$ cat config.mk
export PLATFORM = sky130hd
export DESIGN_NAME = cell_balance_measure_cal_sched
export DESIGN_NICKNAME = d
export VERILOG_FILES = /design/src/design/cell_balance_measure_cal_sched.v
export VERILOG_INCLUDE_DIRS = /design/src /design/src/design
export SDC_FILE = /design/constraint.sdc
export NUM_CORES = 1
export LEC_CHECK = 0
export BUFFER_PORTS_ARGS = -buffer_cell sky130_fd_sc_hd__buf_4
export CORE_MARGIN = 1
export CORE_UTILIZATION = 62
export CTS_BUF_LIST = sky130_fd_sc_hd__clkbuf_4 sky130_fd_sc_hd__clkbuf_8
export CTS_CLUSTER_SIZE = 14
export DETAILED_ROUTE_END_ITERATION = 6
export GPL_TIMING_DRIVEN = 0
export PLACE_DENSITY = 0.76
export REMOVE_ABC_BUFFERS = 1
export SLEW_MARGIN = 20
export SYNTH_ARGS = -nofsm -noshare
export SYNTH_HDL_FRONTEND = slang
export SYNTH_SLANG_ARGS = --single-unit
$ cat constraint.sdc
create_clock -name pclk -period 15.7 [get_ports pclk]
set_input_delay 0.785 -clock pclk [delete_from_list [all_inputs] [get_ports pclk]]
set_output_delay 0.785 -clock pclk [all_outputs]
set_load 0.03 [all_outputs]
$ cat src/design/cell_balance_map.vh
/*
 * Register offsets, field positions and reset values for the cell-balancing
 * measurement and calibration scheduler.
 * Assumes inclusion by bare name from the scheduler design file.
 */
`ifndef CELL_BALANCE_MAP_VH
`define CELL_BALANCE_MAP_VH

// ============================================================
// Register byte offsets
`define OFS_BAL_CTRL      8'h00
`define OFS_CAL_DLY       8'h04
`define OFS_UV_THR        8'h08
`define OFS_SCAN_CFG      8'h0c
`define OFS_BAL_DATA      8'h10
`define OFS_BAL_STATUS    8'h14
`define OFS_CELL_BASE     8'h40

// ============================================================
// Control register fields
`define CTRL_MODE_LSB     0
`define CTRL_MEAS_LSB     4
`define CTRL_IIRINIT_BIT  6
`define CTRL_CALAPP_BIT   7
`define CTRL_COEF_LSB     8

// ============================================================
// Status register fields
`define STAT_REJECT_BIT   0
`define STAT_CALFLT_BIT   1
`define STAT_ACTIVE_BIT   2
`define STAT_BUSY_BIT     3
`define STAT_UV_LSB       16

// ============================================================
// Balancing modes and codes
`define MODE_OFF          3'h0
`define MODE_MANUAL       3'h1
`define MODE_DISCHARGE    3'h2
`define COEF_BYPASS       3'h7
`define COEF_DEBOUNCE     3'h0
`define OVSAMPLE_16X      3'h4
`define SCAN_PYRAMID      1'b1
`define CALSEL_FACTORY    2'h0
`define CALSEL_PRIOR      2'h1
`define CALSEL_PERIODIC   2'h2
`define INIT_SETTLE_MEAS  5'h10

// ============================================================
// Reset values
`define RST_CTRL          11'h000
`define RST_CAL_DLY       3'h0
`define RST_UV_THR        14'h0000
`define RST_SCAN_CFG      16'h0000

`endif

$ cat src/design/cell_balance_measure_cal_sched.v
/*
 * Cell-balancing measurement and calibration scheduler with APB registers,
 * per-cell IIR filters, undervoltage checks and calibration-fault halt.
 * Assumes a switch sequencer that pulses pair_done after each even/odd pair,
 * an ADC engine that streams per-cell results then pulses adc_done, and an
 * external balancing timer that reports expiry.
 */
// Notes on behaviour
// - Measurement enable acts only in discharge/automated modes
// - Oversampling forced 16x, pyramid scan order
// - Scan writes during balancing dropped, alert raised
// - Automated measurements pass through the cell's IIR
// - Bypass coefficient replaced by one eighth
// - Init clear: accumulators kept on entry
// - Init set: first measurement loads accumulators
// - Init mode: UV checks start at 17th
// - One measurement after each even/odd pair
// - Enable field: 0x none, 1x measure, 11 UV (automated modes only)
// - Calibration-apply selects coefficient source
// - Calibration interval needs measurements enabled
// - Interval zero means no calibrations
// - First operation calibrates, then periodic replacement
// - Interval codes give 2..32 cycle period
// - Calibration-apply on: check calibration range after every operation
// - Out of range: fault alert, halt switches
// - After fault skip everything until expiry/restart
// - Timer keeps running after fault
// - Strobe copies IIR to cell registers in active discharge/automated modes, reads zero
// - Strobe during sequence deferred until completion
// - UV threshold 14 bits, 305uV per step
// - UV crossing stops that cell until restart
`include "cell_balance_map.vh"

module cell_balance_measure_cal_sched #(
	parameter N_CELLS = 14,
	parameter DATA_W  = 14
) (
	input  wire                pclk,
	input  wire                presetn,
	input  wire                psel,
	input  wire                penable,
	input  wire                pwrite,
	input  wire [7:0]          paddr,
	input  wire [31:0]         pwdata,
	output wire                pready,
	output reg  [31:0]         prdata,
	output wire                pslverr,
	input  wire                pair_done,
	input  wire                timer_expired,
	output reg                 adc_start,
	output reg                 adc_cal_op,
	output wire [2:0]          adc_oversample,
	output wire                adc_scan_order,
	output wire [15:0]         scan_config,
	input  wire                adc_result_valid,
	input  wire [3:0]          adc_result_cell,
	input  wire [DATA_W-1:0]   adc_result_data,
	input  wire                adc_done,
	input  wire                calibration_range_alert,
	output reg  [1:0]          cal_coef_select,
	output wire                balance_halt,
	output wire [N_CELLS-1:0]  uv_cell_stop
);

	localparam ACC_W = DATA_W + 3;

	// ============================================================
	// Register storage
	reg  [10:0]          ctrl_q;
	reg  [2:0]           cal_dly_q;
	reg  [DATA_W-1:0]    uv_thr_q;
	reg  [15:0]          scan_cfg_q;
	reg                  reject_q;
	reg                  fault_q;
	reg                  busy_q;
	reg                  xfer_pend_q;
	reg                  load_first_q;
	reg  [4:0]           meas_num_q;
	reg  [4:0]           cal_cnt_q;
	reg  [N_CELLS-1:0]   uv_stat_q;
	reg  [ACC_W-1:0]     acc_q  [0:N_CELLS-1];
	reg  [DATA_W-1:0]    cell_q [0:N_CELLS-1];

	// ============================================================
	// Field decode
	wire [2:0] mode        = ctrl_q[`CTRL_MODE_LSB+2:`CTRL_MODE_LSB];
	wire [1:0] balance_measure_enable = ctrl_q[`CTRL_MEAS_LSB+1:`CTRL_MEAS_LSB];
	wire       iir_init_on_entry      = ctrl_q[`CTRL_IIRINIT_BIT];
	wire       calibration_apply_enable = ctrl_q[`CTRL_CALAPP_BIT];
	wire [2:0] iir_coefficient        = ctrl_q[`CTRL_COEF_LSB+2:`CTRL_COEF_LSB];

	wire is_auto      = mode[2];
	wire is_discharge = (mode == `MODE_DISCHARGE);
	wire bal_active   = (mode != `MODE_OFF) && !timer_expired;
	wire meas_mode    = bal_active && (is_auto || is_discharge);
	wire meas_on      = meas_mode && balance_measure_enable[1];
	wire uv_enable    = is_auto && (balance_measure_enable == 2'b11);

	// Interval counts only when measurements run; zero disables calibrations
	wire [2:0] cal_code = balance_measure_enable[1] ? cal_dly_q : 3'h0;
	wire       cal_on   = (cal_code != 3'h0);

	// Calibration period decode, in operation cycles
	function [5:0] cal_period;
		input [2:0] code;
		begin
			case (code)
				3'h1: cal_period = 6'd2;
				3'h2: cal_period = 6'd4;
				3'h3: cal_period = 6'd8;
				3'h4: cal_period = 6'd12;
				3'h5: cal_period = 6'd16;
				3'h6: cal_period = 6'd24;
				3'h7: cal_period = 6'd32;
				default: cal_period = 6'd1;
			endcase
		end
	endfunction

	wire [5:0] period_n  = cal_period(cal_code);
	wire       cnt_wrap  = ({1'b0, cal_cnt_q} == period_n - 6'd1);

	// ============================================================
	// APB decode
	wire apb_setup = psel && !penable;
	wire apb_wr    = psel && penable && pwrite;
	wire is_cell   = (paddr[7:6] == 2'b01) && (paddr[5:2] < N_CELLS);
	wire mapped    = (paddr == `OFS_BAL_CTRL) || (paddr == `OFS_CAL_DLY) ||
	                 (paddr == `OFS_UV_THR) || (paddr == `OFS_SCAN_CFG) ||
	                 (paddr == `OFS_BAL_DATA) || (paddr == `OFS_BAL_STATUS) || is_cell;
	wire wr_ctrl   = apb_wr && (paddr == `OFS_BAL_CTRL);
	wire wr_scan   = apb_wr && (paddr == `OFS_SCAN_CFG);
	wire wr_status = apb_wr && (paddr == `OFS_BAL_STATUS);
	wire strobe    = apb_wr && (paddr == `OFS_BAL_DATA) && pwdata[0];

	assign pready  = 1'b1;
	assign pslverr = psel && penable && !mapped;

	// Fixed scan parameters during balancing measurements
	assign adc_oversample = `OVSAMPLE_16X;
	assign adc_scan_order = `SCAN_PYRAMID;
	assign scan_config    = scan_cfg_q;

	// Switch halt and per-cell stop
	assign balance_halt = fault_q;
	assign uv_cell_stop = uv_stat_q;

	// ============================================================
	// Sequencer events
	wire entry     = wr_ctrl && (pwdata[`CTRL_MODE_LSB+2:`CTRL_MODE_LSB] != `MODE_OFF);
	wire start_op  = pair_done && meas_on && !fault_q && !busy_q;
	wire start_cal = cal_on && (cal_cnt_q == 5'h0);
	wire op_end    = busy_q && adc_done;
	wire cal_bad   = op_end && calibration_apply_enable &&
	                 calibration_range_alert;
	wire meas_res  = busy_q && !adc_cal_op && adc_result_valid &&
	                 (adc_result_cell < N_CELLS);
	wire do_copy   = meas_mode && ((strobe && !busy_q) ||
	                 ((xfer_pend_q || strobe) && op_end));

	// ============================================================
	// IIR datapath for the incoming cell
	wire [2:0]         coef_eff = (iir_coefficient == `COEF_BYPASS) ?
	                              `COEF_DEBOUNCE : iir_coefficient;
	wire [3:0]         weight   = {1'b0, coef_eff} + 4'h1;
	wire [ACC_W-1:0]   acc_cur  = acc_q[adc_result_cell];
	wire signed [ACC_W:0] diff  = $signed({1'b0, adc_result_data, 3'b000}) -
	                              $signed({1'b0, acc_cur});
	wire signed [ACC_W+5:0] prod = diff * $signed({1'b0, weight});
	wire signed [ACC_W+2:0] sum  = $signed({3'b000, acc_cur}) +
	                               $signed(prod[ACC_W+5:3]);
	wire [ACC_W-1:0]   acc_new  = load_first_q ? {adc_result_data, 3'b000} :
	                              sum[ACC_W-1:0];
	wire               uv_ok    = !iir_init_on_entry ||
	                              (meas_num_q >= `INIT_SETTLE_MEAS);
	wire               uv_hit   = meas_res && uv_enable && uv_ok &&
	                              (acc_new[ACC_W-1:3] < uv_thr_q);

	// ============================================================
	// Register writes and alerts
	always @(posedge pclk or negedge presetn) begin
		if (!presetn) begin
			ctrl_q     <= `RST_CTRL;
			cal_dly_q  <= `RST_CAL_DLY;
			uv_thr_q   <= `RST_UV_THR;
			scan_cfg_q <= `RST_SCAN_CFG;
			reject_q   <= 1'b0;
		end else begin
			if (wr_ctrl)
				ctrl_q <= pwdata[10:0];
			if (apb_wr && (paddr == `OFS_CAL_DLY))
				cal_dly_q <= pwdata[2:0];
			if (apb_wr && (paddr == `OFS_UV_THR))
				uv_thr_q <= pwdata[DATA_W-1:0];
			if (wr_scan && !bal_active)
				scan_cfg_q <= pwdata[15:0];
			// Rejected scan write sets the alert; set wins over clear
			if (wr_scan && bal_active)
				reject_q <= 1'b1;
			else if (wr_status && pwdata[`STAT_REJECT_BIT])
				reject_q <= 1'b0;
		end
	end

	// ============================================================
	// Measurement and calibration scheduling
	always @(posedge pclk or negedge presetn) begin
		if (!presetn) begin
			busy_q       <= 1'b0;
			adc_start    <= 1'b0;
			adc_cal_op   <= 1'b0;
			fault_q      <= 1'b0;
			load_first_q <= 1'b0;
			meas_num_q   <= 5'h0;
			cal_cnt_q    <= 5'h0;
			uv_stat_q    <= {N_CELLS{1'b0}};
			xfer_pend_q  <= 1'b0;
		end else begin
			adc_start <= start_op;
			if (wr_ctrl) begin
				// Abort or restart clears fault, UV exits and sequence state
				busy_q       <= 1'b0;
				fault_q      <= 1'b0;
				uv_stat_q    <= {N_CELLS{1'b0}};
				load_first_q <= entry && pwdata[`CTRL_IIRINIT_BIT];
				meas_num_q   <= 5'h0;
				cal_cnt_q    <= 5'h0;
				xfer_pend_q  <= 1'b0;
			end else begin
				if (start_op) begin
					busy_q     <= 1'b1;
					adc_cal_op <= start_cal;
					cal_cnt_q  <= (!cal_on || cnt_wrap) ? 5'h0 : cal_cnt_q + 5'h1;
				end
				if (op_end) begin
					busy_q <= 1'b0;
					if (!adc_cal_op) begin
						load_first_q <= 1'b0;
						if (meas_num_q != 5'h1f)
							meas_num_q <= meas_num_q + 5'h1;
					end
				end
				// Fault holds while the external timer runs on to expiry
				if (cal_bad)
					fault_q <= 1'b1;
				if (uv_hit)
					uv_stat_q[adc_result_cell] <= 1'b1;
				if (strobe && busy_q && !op_end && meas_mode)
					xfer_pend_q <= 1'b1;
				else if (do_copy || !meas_mode)
					xfer_pend_q <= 1'b0;
			end
		end
	end

	// Coefficient source for ADC correction
	always @(posedge pclk or negedge presetn) begin
		if (!presetn)
			cal_coef_select <= `CALSEL_FACTORY;
		else if (!calibration_apply_enable)
			cal_coef_select <= `CALSEL_FACTORY;
		else if (cal_on)
			cal_coef_select <= `CALSEL_PERIODIC;
		else
			cal_coef_select <= `CALSEL_PRIOR;
	end

	// ============================================================
	// Per-cell accumulators and result registers
	genvar gi;
	generate
		for (gi = 0; gi < N_CELLS; gi = gi + 1) begin : g_cell
			always @(posedge pclk or negedge presetn) begin
				if (!presetn) begin
					acc_q[gi]  <= {ACC_W{1'b0}};
					cell_q[gi] <= {DATA_W{1'b0}};
				end else begin
					if (meas_res && (adc_result_cell == gi))
						acc_q[gi] <= acc_new;
					if (do_copy)
						cell_q[gi] <= acc_q[gi][ACC_W-1:3];
				end
			end
		end
	endgenerate

	// ============================================================
	// Read data, captured in the setup phase
	always @(posedge pclk or negedge presetn) begin
		if (!presetn) begin
			prdata <= 32'h00000000;
		end else if (apb_setup) begin
			prdata <= 32'h00000000;
			case (paddr)
				`OFS_BAL_CTRL:   prdata[10:0] <= ctrl_q;
				`OFS_CAL_DLY:    prdata[2:0] <= cal_dly_q;
				`OFS_UV_THR:     prdata[DATA_W-1:0] <= uv_thr_q;
				`OFS_SCAN_CFG:   prdata[15:0] <= scan_cfg_q;
				`OFS_BAL_DATA:   prdata <= 32'h00000000;
				`OFS_BAL_STATUS: begin
					prdata[`STAT_REJECT_BIT] <= reject_q;
					prdata[`STAT_CALFLT_BIT] <= fault_q;
					prdata[`STAT_ACTIVE_BIT] <= bal_active;
					prdata[`STAT_BUSY_BIT]   <= busy_q;
					prdata[`STAT_UV_LSB+N_CELLS-1:`STAT_UV_LSB] <= uv_stat_q;
				end
				default: begin
					if (is_cell)
						prdata[DATA_W-1:0] <= cell_q[paddr[5:2]];
				end
			endcase
		end
	end

endmodule

# --- After elaboration in Yosys (flattened, before gate mapping) ---
# Cells that the tools add are included.
totals:
  inputBits: 68
  regBits: 541
op_classes:
  multipliers: 1
  reduce_logical: 98
  addsub: 6
  muxes: 43
  n_eq_ne: 32
  bitwise_logic: 4
  order_cmp: 8
ops:
  columns: ["cell", "n"]
  rows:
  - ["14-bit two-way mux", 6]
  - ["17-bit binary-select mux with 4-bit select", 1]
  - ["14-bit binary-select mux with 4-bit select", 1]
  - ["1-bit logical AND", 55]
  - ["17-bit two-way mux", 3]
  - ["6-bit case mux with 7 select lines", 1]
  - ["5-bit two-way mux", 7]
  - ["7-bit case mux with 4 select lines", 1]
  - ["4-bit equality test (second input constant)", 6]
  - ["18-bit by 5-bit multiplier with 20-bit output", 1]
  - ["3-bit case mux with 6 select lines", 1]
  - ["17-bit by 17-bit subtractor with 18-bit output", 1]
  - ["17-bit adder", 1]
  - ["4-bit by 3-bit equality test with 1-bit output (second input constant)", 4]
  - ["8-bit by 4-bit equality test with 1-bit output (second input constant)", 2]
  - ["8-bit by 5-bit equality test with 1-bit output (second input constant)", 2]
  - ["3-bit equality test (second input constant)", 5]
  - ["5-bit greater-or-equal comparator (second input constant)", 3]
  - ["3-bit nonzero test", 5]
  - ["14-bit < comparator", 1]
  - ["1-bit two-way mux", 14]
  - ["14-bit bitwise OR", 1]
  - ["1-bit logical OR", 12]
  - ["2-bit nonzero test", 6]
  - ["32 further kinds", 52]

# --- Logic depth before layout (Yosys ltp) ---
# Gate-level depths: netlist of the first run.
logic_depth:
  depth_word: 12
  mapped_depth: 48
  depth_no_buf: 43

# --- Worst setup path before layout of the first run ---
# Ideal clock, no wire load.
synth_path:
  kind: "input to register"
  start: "in adc_result_cell[0]"
  end: "reg uv_stat_q[6], in the netlist uv_cell_stop[6]"
  setup_slack_ns: 5.640
  arrival_ns: 9.978
  setup_ns: 0.083
  stages: 40
  path_cell_list: "buf_6 buf_2 buf_1 buf_1 mux4_2 nand2_1 and3_1 ha_1 a21o_1 a21o_1 a41oi_2 o31a_1 nand2b_1 a21o_1 xor2_1 nor2b_1 ha_1 fa_1 (+4 left out) o21a_1 o21ai_0 a21oi_1 or4_1 o311ai_0 ha_1 nor4b_1 a211oi_1 o2111a_1 clkbuf_1 inv_1 ha_1 a21o_1 a221oi_1 nand2_1 a41oi_1 nand3_1 o21ai_0"
synth_via:
  elab_chain_cells: 11
synth_lines:
  columns: ["item", "line", "source"]
  rows:
  - ["start, declared", "cell_balance_measure_cal_sched.v:56", "input wire [3:0] adc_result_cell,"]
  - ["4-bit NOT with 5-bit output (not written as such) *", "cell_balance_measure_cal_sched.v:166", "wire [ACC_W-1:0] acc_cur = acc_q[adc_result_cell];"]
  - ["17-bit binary-select mux with 4-bit select *", "cell_balance_measure_cal_sched.v:166", null]
  - ["17-bit two-way mux (not written as such) * (2 in series)", "cell_balance_measure_cal_sched.v:166", null]
  - ["17-bit by 17-bit subtractor with 18-bit output", "cell_balance_measure_cal_sched.v:167", "wire signed [ACC_W:0] diff = $signed({1'b0, adc_result_data, 3'b000}) -"]
  - ["18-bit by 5-bit multiplier with 20-bit output", "cell_balance_measure_cal_sched.v:169", "wire signed [ACC_W+5:0] prod = diff * $signed({1'b0, weight});"]
  - ["17-bit adder *", "cell_balance_measure_cal_sched.v:170", "wire signed [ACC_W+2:0] sum = $signed({3'b000, acc_cur}) +"]
  - ["17-bit two-way mux *", "cell_balance_measure_cal_sched.v:172", "wire [ACC_W-1:0] acc_new = load_first_q ? {adc_result_data, 3'b000} :"]
  - ["net acc_new[15]", "cell_balance_measure_cal_sched.v:172", null]
  - ["14-bit < comparator *", "cell_balance_measure_cal_sched.v:177", "(acc_new[ACC_W-1:3] < uv_thr_q);"]
  - ["1-bit logical AND *", "cell_balance_measure_cal_sched.v:176", "wire uv_hit = meas_res && uv_enable && uv_ok &&"]
  - ["2-bit nonzero test (no line) *", null, null]
  - ["end signal, assigned", "cell_balance_measure_cal_sched.v:216", "uv_stat_q <= {N_CELLS{1'b0}};"]
  - ["end signal, assigned", "cell_balance_measure_cal_sched.v:224", "uv_stat_q <= {N_CELLS{1'b0}};"]
  - ["end, declared", "cell_balance_measure_cal_sched.v:80", "reg [N_CELLS-1:0] uv_stat_q;"]
# Mark *: on every way through the listed nets, which the timed path passes. The rest lies on a longest branch. The select of a mux whose other input is x is not followed.
# A chain may end at the register's enable or synchronous reset.

# --- Worst setup path after layout of the first run ---
layout_path:
  start: "in adc_result_cell[0]"
  end: "reg uv_stat_q[7], in the netlist uv_cell_stop[7]"
layout_via:
  elab_chain_cells: 11
layout_lines:
  columns: ["item", "line"]
  rows:
  - ["4-bit NOT with 5-bit output (not written as such)", "cell_balance_measure_cal_sched.v:166"]
  - ["17-bit binary-select mux with 4-bit select", "cell_balance_measure_cal_sched.v:166"]
  - ["17-bit two-way mux (not written as such) (2 in series)", "cell_balance_measure_cal_sched.v:166"]
  - ["17-bit by 17-bit subtractor with 18-bit output", "cell_balance_measure_cal_sched.v:167"]
  - ["18-bit by 5-bit multiplier with 20-bit output", "cell_balance_measure_cal_sched.v:169"]
  - ["17-bit adder", "cell_balance_measure_cal_sched.v:170"]
  - ["17-bit two-way mux", "cell_balance_measure_cal_sched.v:172"]
  - ["14-bit < comparator", "cell_balance_measure_cal_sched.v:177"]
  - ["1-bit logical AND", "cell_balance_measure_cal_sched.v:176"]
  - ["2-bit nonzero test (no line)", null]
# Parallel ways exist; a longest one is shown, timed or not. The select of a mux whose other input is x is not followed.

==> flow_summary.json, run 1 <==
{
  "outcome": "finished, final reports clean",
  "numCtsBuffers": 85,
  "wl_met2_mm": 35.11,
  "finalHoldViolations": 0,
  "grt_remaining_overflow": 0,
  "grt_start_max_net_pins": 107,
  "yosys.area_share.adder_pct": 6.190,
  "n_fill_cell": 3157,
  "nets": 2859,
  "ys_seq_elements": 541,
  "worstMarginPinSlew_ns": 1.146,
  "fin_worst_skew_ns": 0.03048,
  "rows": 77,
  "peakVddDrop_v": 0.00007527,
  "synth-xor-area-share_pct": 1.516,
  "synth_compound_area_share_pct": 10.15,
  "maxSlewViolCount": 0,
  "antenna_found_initial": 0,
  "fmax_ghz": 0.08958,
  "cpPeakStageDelay_ns": 0.65,
  "reg2reg_slack_ns": 5.68,
  "synth_top_family_by_area": "multiplexers",
  "core_area_um2": 44510,
  "synth_area_um2": 28220,
  "timing.rr.start": "acc_q[173]",
  "cpMostUsedCell": "ha_1",
  "rsz0062_at_grt": "false",
  "fin_ws_ns": 4.537,
  "clk_pin_slew_ns": 0.06,
  "hold_buffers": 0,
  "drt_pass1_iterations": 5,
  "yosysUniqueCellTypes": 77,
  "n_antenna_cell": 0,
  "fin_crit_sh_pct": 71.10,
  "grt_first_pass_wirelength_mm": 117.5,
  "wl_mm": 73.30,
  "avgSynthCellArea_um2": 10.90,
  "cts_resized": 0,
  "postCtsSetupBuffers": 0,
  "required_ns": 16.27,
  "critical-path-slowest-cell": "buf_6",
  "cts_sinks": 541,
  "power-per-cell-area_nw_per_um2": 98.81,
  "endpoint_kind": "register",
  "portBuffers": 117,
  "post_drt_via_cell_ratio": 6.169,
  "worst-setup-path-type": "input port to register",
  "cts.path.max_buffers": 3,
  "place.gp.congestion": 0.8752,
  "fin_crit_ns": 11.16,
  "io_pins": 141,
  "dieArea_um2": 46370,
  "synth_mux_area_share_pct": 19.13,
  "cts_tree": "yes",
  "wl_met3_mm": 5.218,
  "h-tree-depth": 3,
  "die_w_um": 215.3,
  "wl_per_cell_um": 22.02,
  "track_usage_pct": 32.88,
  "leakagePower_nw": 15.30,
  "hold_slack_ns": 0.04066,
  "async_flop_share_pct": 100.0,
  "area_delta_synth_final_pct": 12.45,
  "worstSetupStartpointType": "input port",
  "place_ws_ns": 3.849,
  "drt_iter0_markers": 1779,
  "dpl.hpwl_mm": 49.01,
  "path_max_fanout": 64,
  "cts_root_buf": "clkbuf_8",
  "synth-main-ff-cell": "dfrtp_1",
  "slew_headroom_pct": 23.13,
  "setup_viol_count_final": 0,
  "drc_errors": 0,
  "worstPathArrival_ns": 11.73,
  "start_util_pct": 63.40,
  "synth_seq_area_share_pct": 47.98,
  "fin_setup_tns_ns": 0,
  "clkLatencyLatePin_ns": 0.68,
  "hp-class": "input port to async pin",
  "drive_gt1_share_pct": 25.00,
  "yosys_warnings": 0,
  "antenna_left": 0,
  "met1_length_mm": 30.05,
  "first_global_vias": 21222,
  "synth-edff-count": 0,
  "syn_inst": 2590,
  "synthSimpleGateAreaFrac_pct": 10.78,
  "top_layer_used": "met4",
  "vias": 20530,
  "r2r_cells": 36,
  "chipHeight_um": 215.3,
  "max_cap_violations": 0,
  "r2r-end": "uv_cell_stop[7]"
}
-- critical path, delay by kind of cell --
family,cells,cell delay (ns)
buffers and inverters,4,1.03
XOR/XNOR,4,0.70
adder cells (fa/ha/maj),7,2.70
AO/OA/AOI/OAI,16,4.28
AND/OR/NAND/NOR,7,2.10
-- per-stage QoR --
stage          util, %  std cells  total power [mW]  cell area [um^2]
3_3_place_gp     65.71       3156             1.852             29250
5_1_grt          71.29       3328             3.255             31730
2_1_floorplan        -       2447             1.681             27630
6_report         71.29       3328             3.135             31730
3_5_place_dp     67.07       3176             1.882             29850
4_1_cts          71.21       3327             3.148             31700
-- how the worst max path moves through the flow --
stage / from / slack (ns) / to / cells after the start
6_report: adc_result_cell[0] / 4.54 / uv_cell_stop[7] / 38
4_1_cts: adc_result_cell[0] / 4.49 / uv_cell_stop[8] / 39
3_5_place_dp: adc_result_cell[0] / 3.85 / uv_cell_stop[7] / 39
2_1_floorplan: adc_result_cell[0] / 6.58 / uv_cell_stop[4] / 43
5_1_grt: adc_result_cell[0] / 3.80 / uv_cell_stop[8] / 38
3_3_place_gp: adc_result_cell[0] / 2.37 / uv_cell_stop[6] / 39
-- cell usage in the layout, fill, tap and decap left out, drive strengths merged, types with 32 or more instances in the layout --
master and n:
a21oi 52, buf 138, clkbuf 133, dfrtp 541, fa 33, ha 86, inv 141, mux2 247
mux2i 47, mux4 94, nand2 434, nand3 32, nor2 103, o21ai 287, xnor2 32
-- area by class of cell --
cell class	instances	area [um^2]	share of cell area (%)
Clock buffer	133	1687	5.315
Clock inverter	18	157.7	0.4968
Inverter	140	525.5	1.656
Multi-Input combinational cell	1766	13720	43.23
Sequential cell	541	13540	42.67
Tap cell	592	740.7	2.334
Timing Repair Buffer	138	1363	4.294
-- report_power, final --
part           switching [mW]  total, mW  internal (mW)  leakage [nW]
logic                   0.311      0.456          0.145          6.81
registers             0.00511       1.40           1.40          7.52
clock network           0.559       1.27          0.716         0.974
total                   0.874       3.14           2.26          15.3
-- routing by layer --
layer  vias up  global-route usage, %
met2       751                  53.31
met1     10400                  43.73
met5         -                      0
met3       198                  6.398
met4         0                  13.52
li1       9181                      -
-- sequential cells by signal (all words and copies together), names as in the netlist --
register         flops
acc_q              238
cell_q             196
prdata              30
scan_config         16
uv_cell_stop        14
uv_thr_q            14
ctrl_q              11
cal_cnt_q            5
meas_num_q           5
cal_dly_q            3
cal_coef_select      2
adc_cal_op           1
adc_start            1
balance_halt         1
busy_q               1
load_first_q         1
reject_q             1
xfer_pend_q          1
-- cell usage after synthesis (all sizes together), types with 32 or more instances --
| library cell | n | area [um^2] |
|---|---|---|
| mux2i | 47 | 470.5 |
| mux2 | 247 | 2811 |
| nand3 | 32 | 160.2 |
| ha | 86 | 1076 |
| nand2 | 434 | 1632 |
| clkbuf | 123 | 461.7 |
| inv | 139 | 521.8 |
| buf | 41 | 205.2 |
| fa | 33 | 660.6 |
| xnor2 | 32 | 287.8 |
| dfrtp | 541 | 13540 |
| mux4 | 94 | 2117 |
| nor2 | 103 | 386.6 |
| o21ai | 287 | 1440 |
| a21oi | 52 | 264.0 |
-- kinds of logic (layout without fill, tap and decap cells) --
family	after synthesis	count (layout)
AOI/OAI and AO/OA	483	483
xor gates and xnor gates	48	48
adders and majority gates	120	120
buffers and inverters	304	429
DFF	541	541
muxes	388	388
other	2	23
and+or+nand+nor	704	704
No activity file was read; power rests on OpenSTA's default activity.
==> run 2, diff against run 1 <==
--- a/config.mk
+++ b/config.mk
@@ -8,12 +8,12 @@
 export LEC_CHECK = 0
 export BUFFER_PORTS_ARGS = -buffer_cell sky130_fd_sc_hd__buf_4
 export CORE_MARGIN = 1
-export CORE_UTILIZATION = 62
+export CORE_UTILIZATION = 58
 export CTS_BUF_LIST = sky130_fd_sc_hd__clkbuf_4 sky130_fd_sc_hd__clkbuf_8
 export CTS_CLUSTER_SIZE = 14
 export DETAILED_ROUTE_END_ITERATION = 6
 export GPL_TIMING_DRIVEN = 0
-export PLACE_DENSITY = 0.76
+export PLACE_DENSITY = 0.75
 export REMOVE_ABC_BUFFERS = 1
 export SLEW_MARGIN = 20
 export SYNTH_ARGS = -nofsm -noshare
==> constraint.sdc (replaced) <==
create_clock -name pclk -period 9.49 [get_ports pclk]
set_input_delay 0.4745 -clock pclk [delete_from_list [all_inputs] [get_ports pclk]]
set_output_delay 0.4745 -clock pclk [all_outputs]
set_load 0.03 [all_outputs]
==> flow_summary.json, run 2 (synthesized netlist as in run 1, its figures left out) <==
{
  "first_global_vias": 21414,
  "place.gp.congestion": 0.9086,
  "fin_crit_sh_pct": 96.17,
  "cts_root_buf": "clkbuf_8",
  "die_w_um": 222.6,
  "clk_pin_slew_ns": 0.06,
  "rows": 80,
  "leakagePower_nw": 15.47,
  "drc_errors": 0,
  "r2r_cells": 36,
  "cts_sinks": 541,
  "drive_gt1_share_pct": 26.31,
  "h-tree-depth": 3,
  "maxSlewViolCount": 0,
  "cts.path.max_buffers": 3,
  "largest_register_ffs": 238,
  "numCtsBuffers": 88,
  "setup_viol_count_final": 0,
  "wl_mm": 74.44,
  "area_delta_synth_final_pct": 13.96,
  "cpPeakStageDelay_ns": 0.54,
  "wl_per_cell_um": 22.06,
  "worstMarginPinSlew_ns": 1.122,
  "r2r-end": "uv_cell_stop[3]",
  "slew_headroom_pct": 25.00,
  "largest-register": "acc_q",
  "min_from": "pwdata[14]",
  "nets": 2887,
  "power.total_mw": 5.284,
  "max_cap_violations": 0,
  "antenna_left": 0,
  "drt_pass1_iterations": 5,
  "core_area_um2": 47850,
  "crit_start": "adc_result_cell[1]",
  "cts_tree": "yes",
  "peakVddDrop_v": 0.0001157,
  "drt_iter0_markers": 1777,
  "n_antenna_cell": 0,
  "layout_commonest_cell": "dfrtp_1",
  "power-per-cell-area_nw_per_um2": 164.3,
  "post_drt_via_cell_ratio": 6.110,
  "timing.rr.start": "acc_q[39]",
  "antenna_found_initial": 1,
  "worstSetupStartpointType": "input port",
  "grt_remaining_overflow": 0,
  "endpoint_kind": "register",
  "critical-path-slowest-cell": "fa_1",
  "outcome": "finished, final reports clean",
  "fmax_ghz": 0.1096,
  "worst-setup-path-type": "input port to register",
  "required_ns": 10.09,
  "chipHeight_um": 222.6,
  "grt_start_max_net_pins": 96,
  "fin_util_pct": 67.21,
  "start_util_pct": 58.98,
  "final_cell_mix": "dfrtp_1, nand2_1, o21ai_0",
  "grt_first_pass_wirelength_mm": 117.8,
  "fin_crit_ns": 9.127,
  "hp-class": "input port to register",
  "portBuffers": 117,
  "dpl.hpwl_mm": 48.06,
  "vias": 20614,
  "path_max_fanout": 64,
  "reg2reg_slack_ns": 0.38,
  "track_usage_pct": 30.69,
  "rsz0062_at_grt": "true",
  "io_pins": 141,
  "fin_worst_skew_ns": 0.04266,
  "dieArea_um2": 49540,
  "critPathCapture": "uv_cell_stop[3]",
  "clkLatencyLatePin_ns": 0.70,
  "finalHoldViolations": 0,
  "worstPathArrival_ns": 9.72,
  "reg.largest.list": "acc_q (238), cell_q (196), prdata (30)"
}
[run 2: area by class of cell]
class,instances,area [um^2]
Fill cell,3493,15690
Multi-Input combinational cell,1767,13880
Sequential cell,541,13540
Clock buffer,129,1644
Timing Repair Buffer,162,1573
Tap cell,615,769.5
Inverter,140,530.5
Clock inverter,20,219.0
[run 2: where the power goes]
group,total [mW],switching (mW),internal [mW]
logic,0.815,0.542,0.274
registers,2.32,0.00783,2.32
clock network,2.15,0.950,1.20
[run 2: routing by layer]
metal,GRT usage (%),wire length (um),vias to the layer above
met5,0,13,-
met4,12.61,2598,2
met2,50.09,35470,792
met1,40.73,30700,10417
met3,5.554,5654,168
li1,-,-,9235
[run 2: how the worst min path moves through the flow]
stage / end / slack [ns] / depth (start not counted)
final: scan_config[14] / 0.04 / 2
after global routing: uv_thr_q[13] / 0.03 / 2
after CTS: ctrl_q[9] / 0.003 / 3
after detailed placement: cal_cnt_q[4] / 0.45 / 1
after global placement: prdata[17] / 0.45 / 2
after floorplan: acc_q[0] / 0.18 / 0
[run 2: repair_timing]
action | in CTS | in global routing
cloned | 0 | 2
resized for setup | 13 | 46
endpoints found under the setup margin | 14 | 14
setup buffers | 7 | 13
pin swaps | 2 | 11
hold buffers | 5 | 0
hold endpoints to repair | 67 | 0
[run 2: per-stage QoR]
stage	instances	hold slack [ns]	cell area, um^2	TNS (ns)	setup slack (ns)
after floorplan	2447	0.1789	27630	0	0.6827
after global placement	3179	0.4510	29280	-533.54	-3.502
after detailed placement	3198	0.4524	29860	-42.92	-1.993
after CTS	3359	0.003068	31870	0	0.04954
after global routing	3374	0.03354	32160	-0.7913	-0.1040
final	3374	0.04167	32160	0	0.3631
[run 2: critical path, delay by kind of cell]
family,cells,cell delay (ns)
AND/OR/NAND/NOR,8,1.80
XOR/XNOR,3,0.62
AO/OA/AOI/OAI,16,3.30
adder cells (fa/ha/maj),7,2.65
buffers and inverters,5,0.78
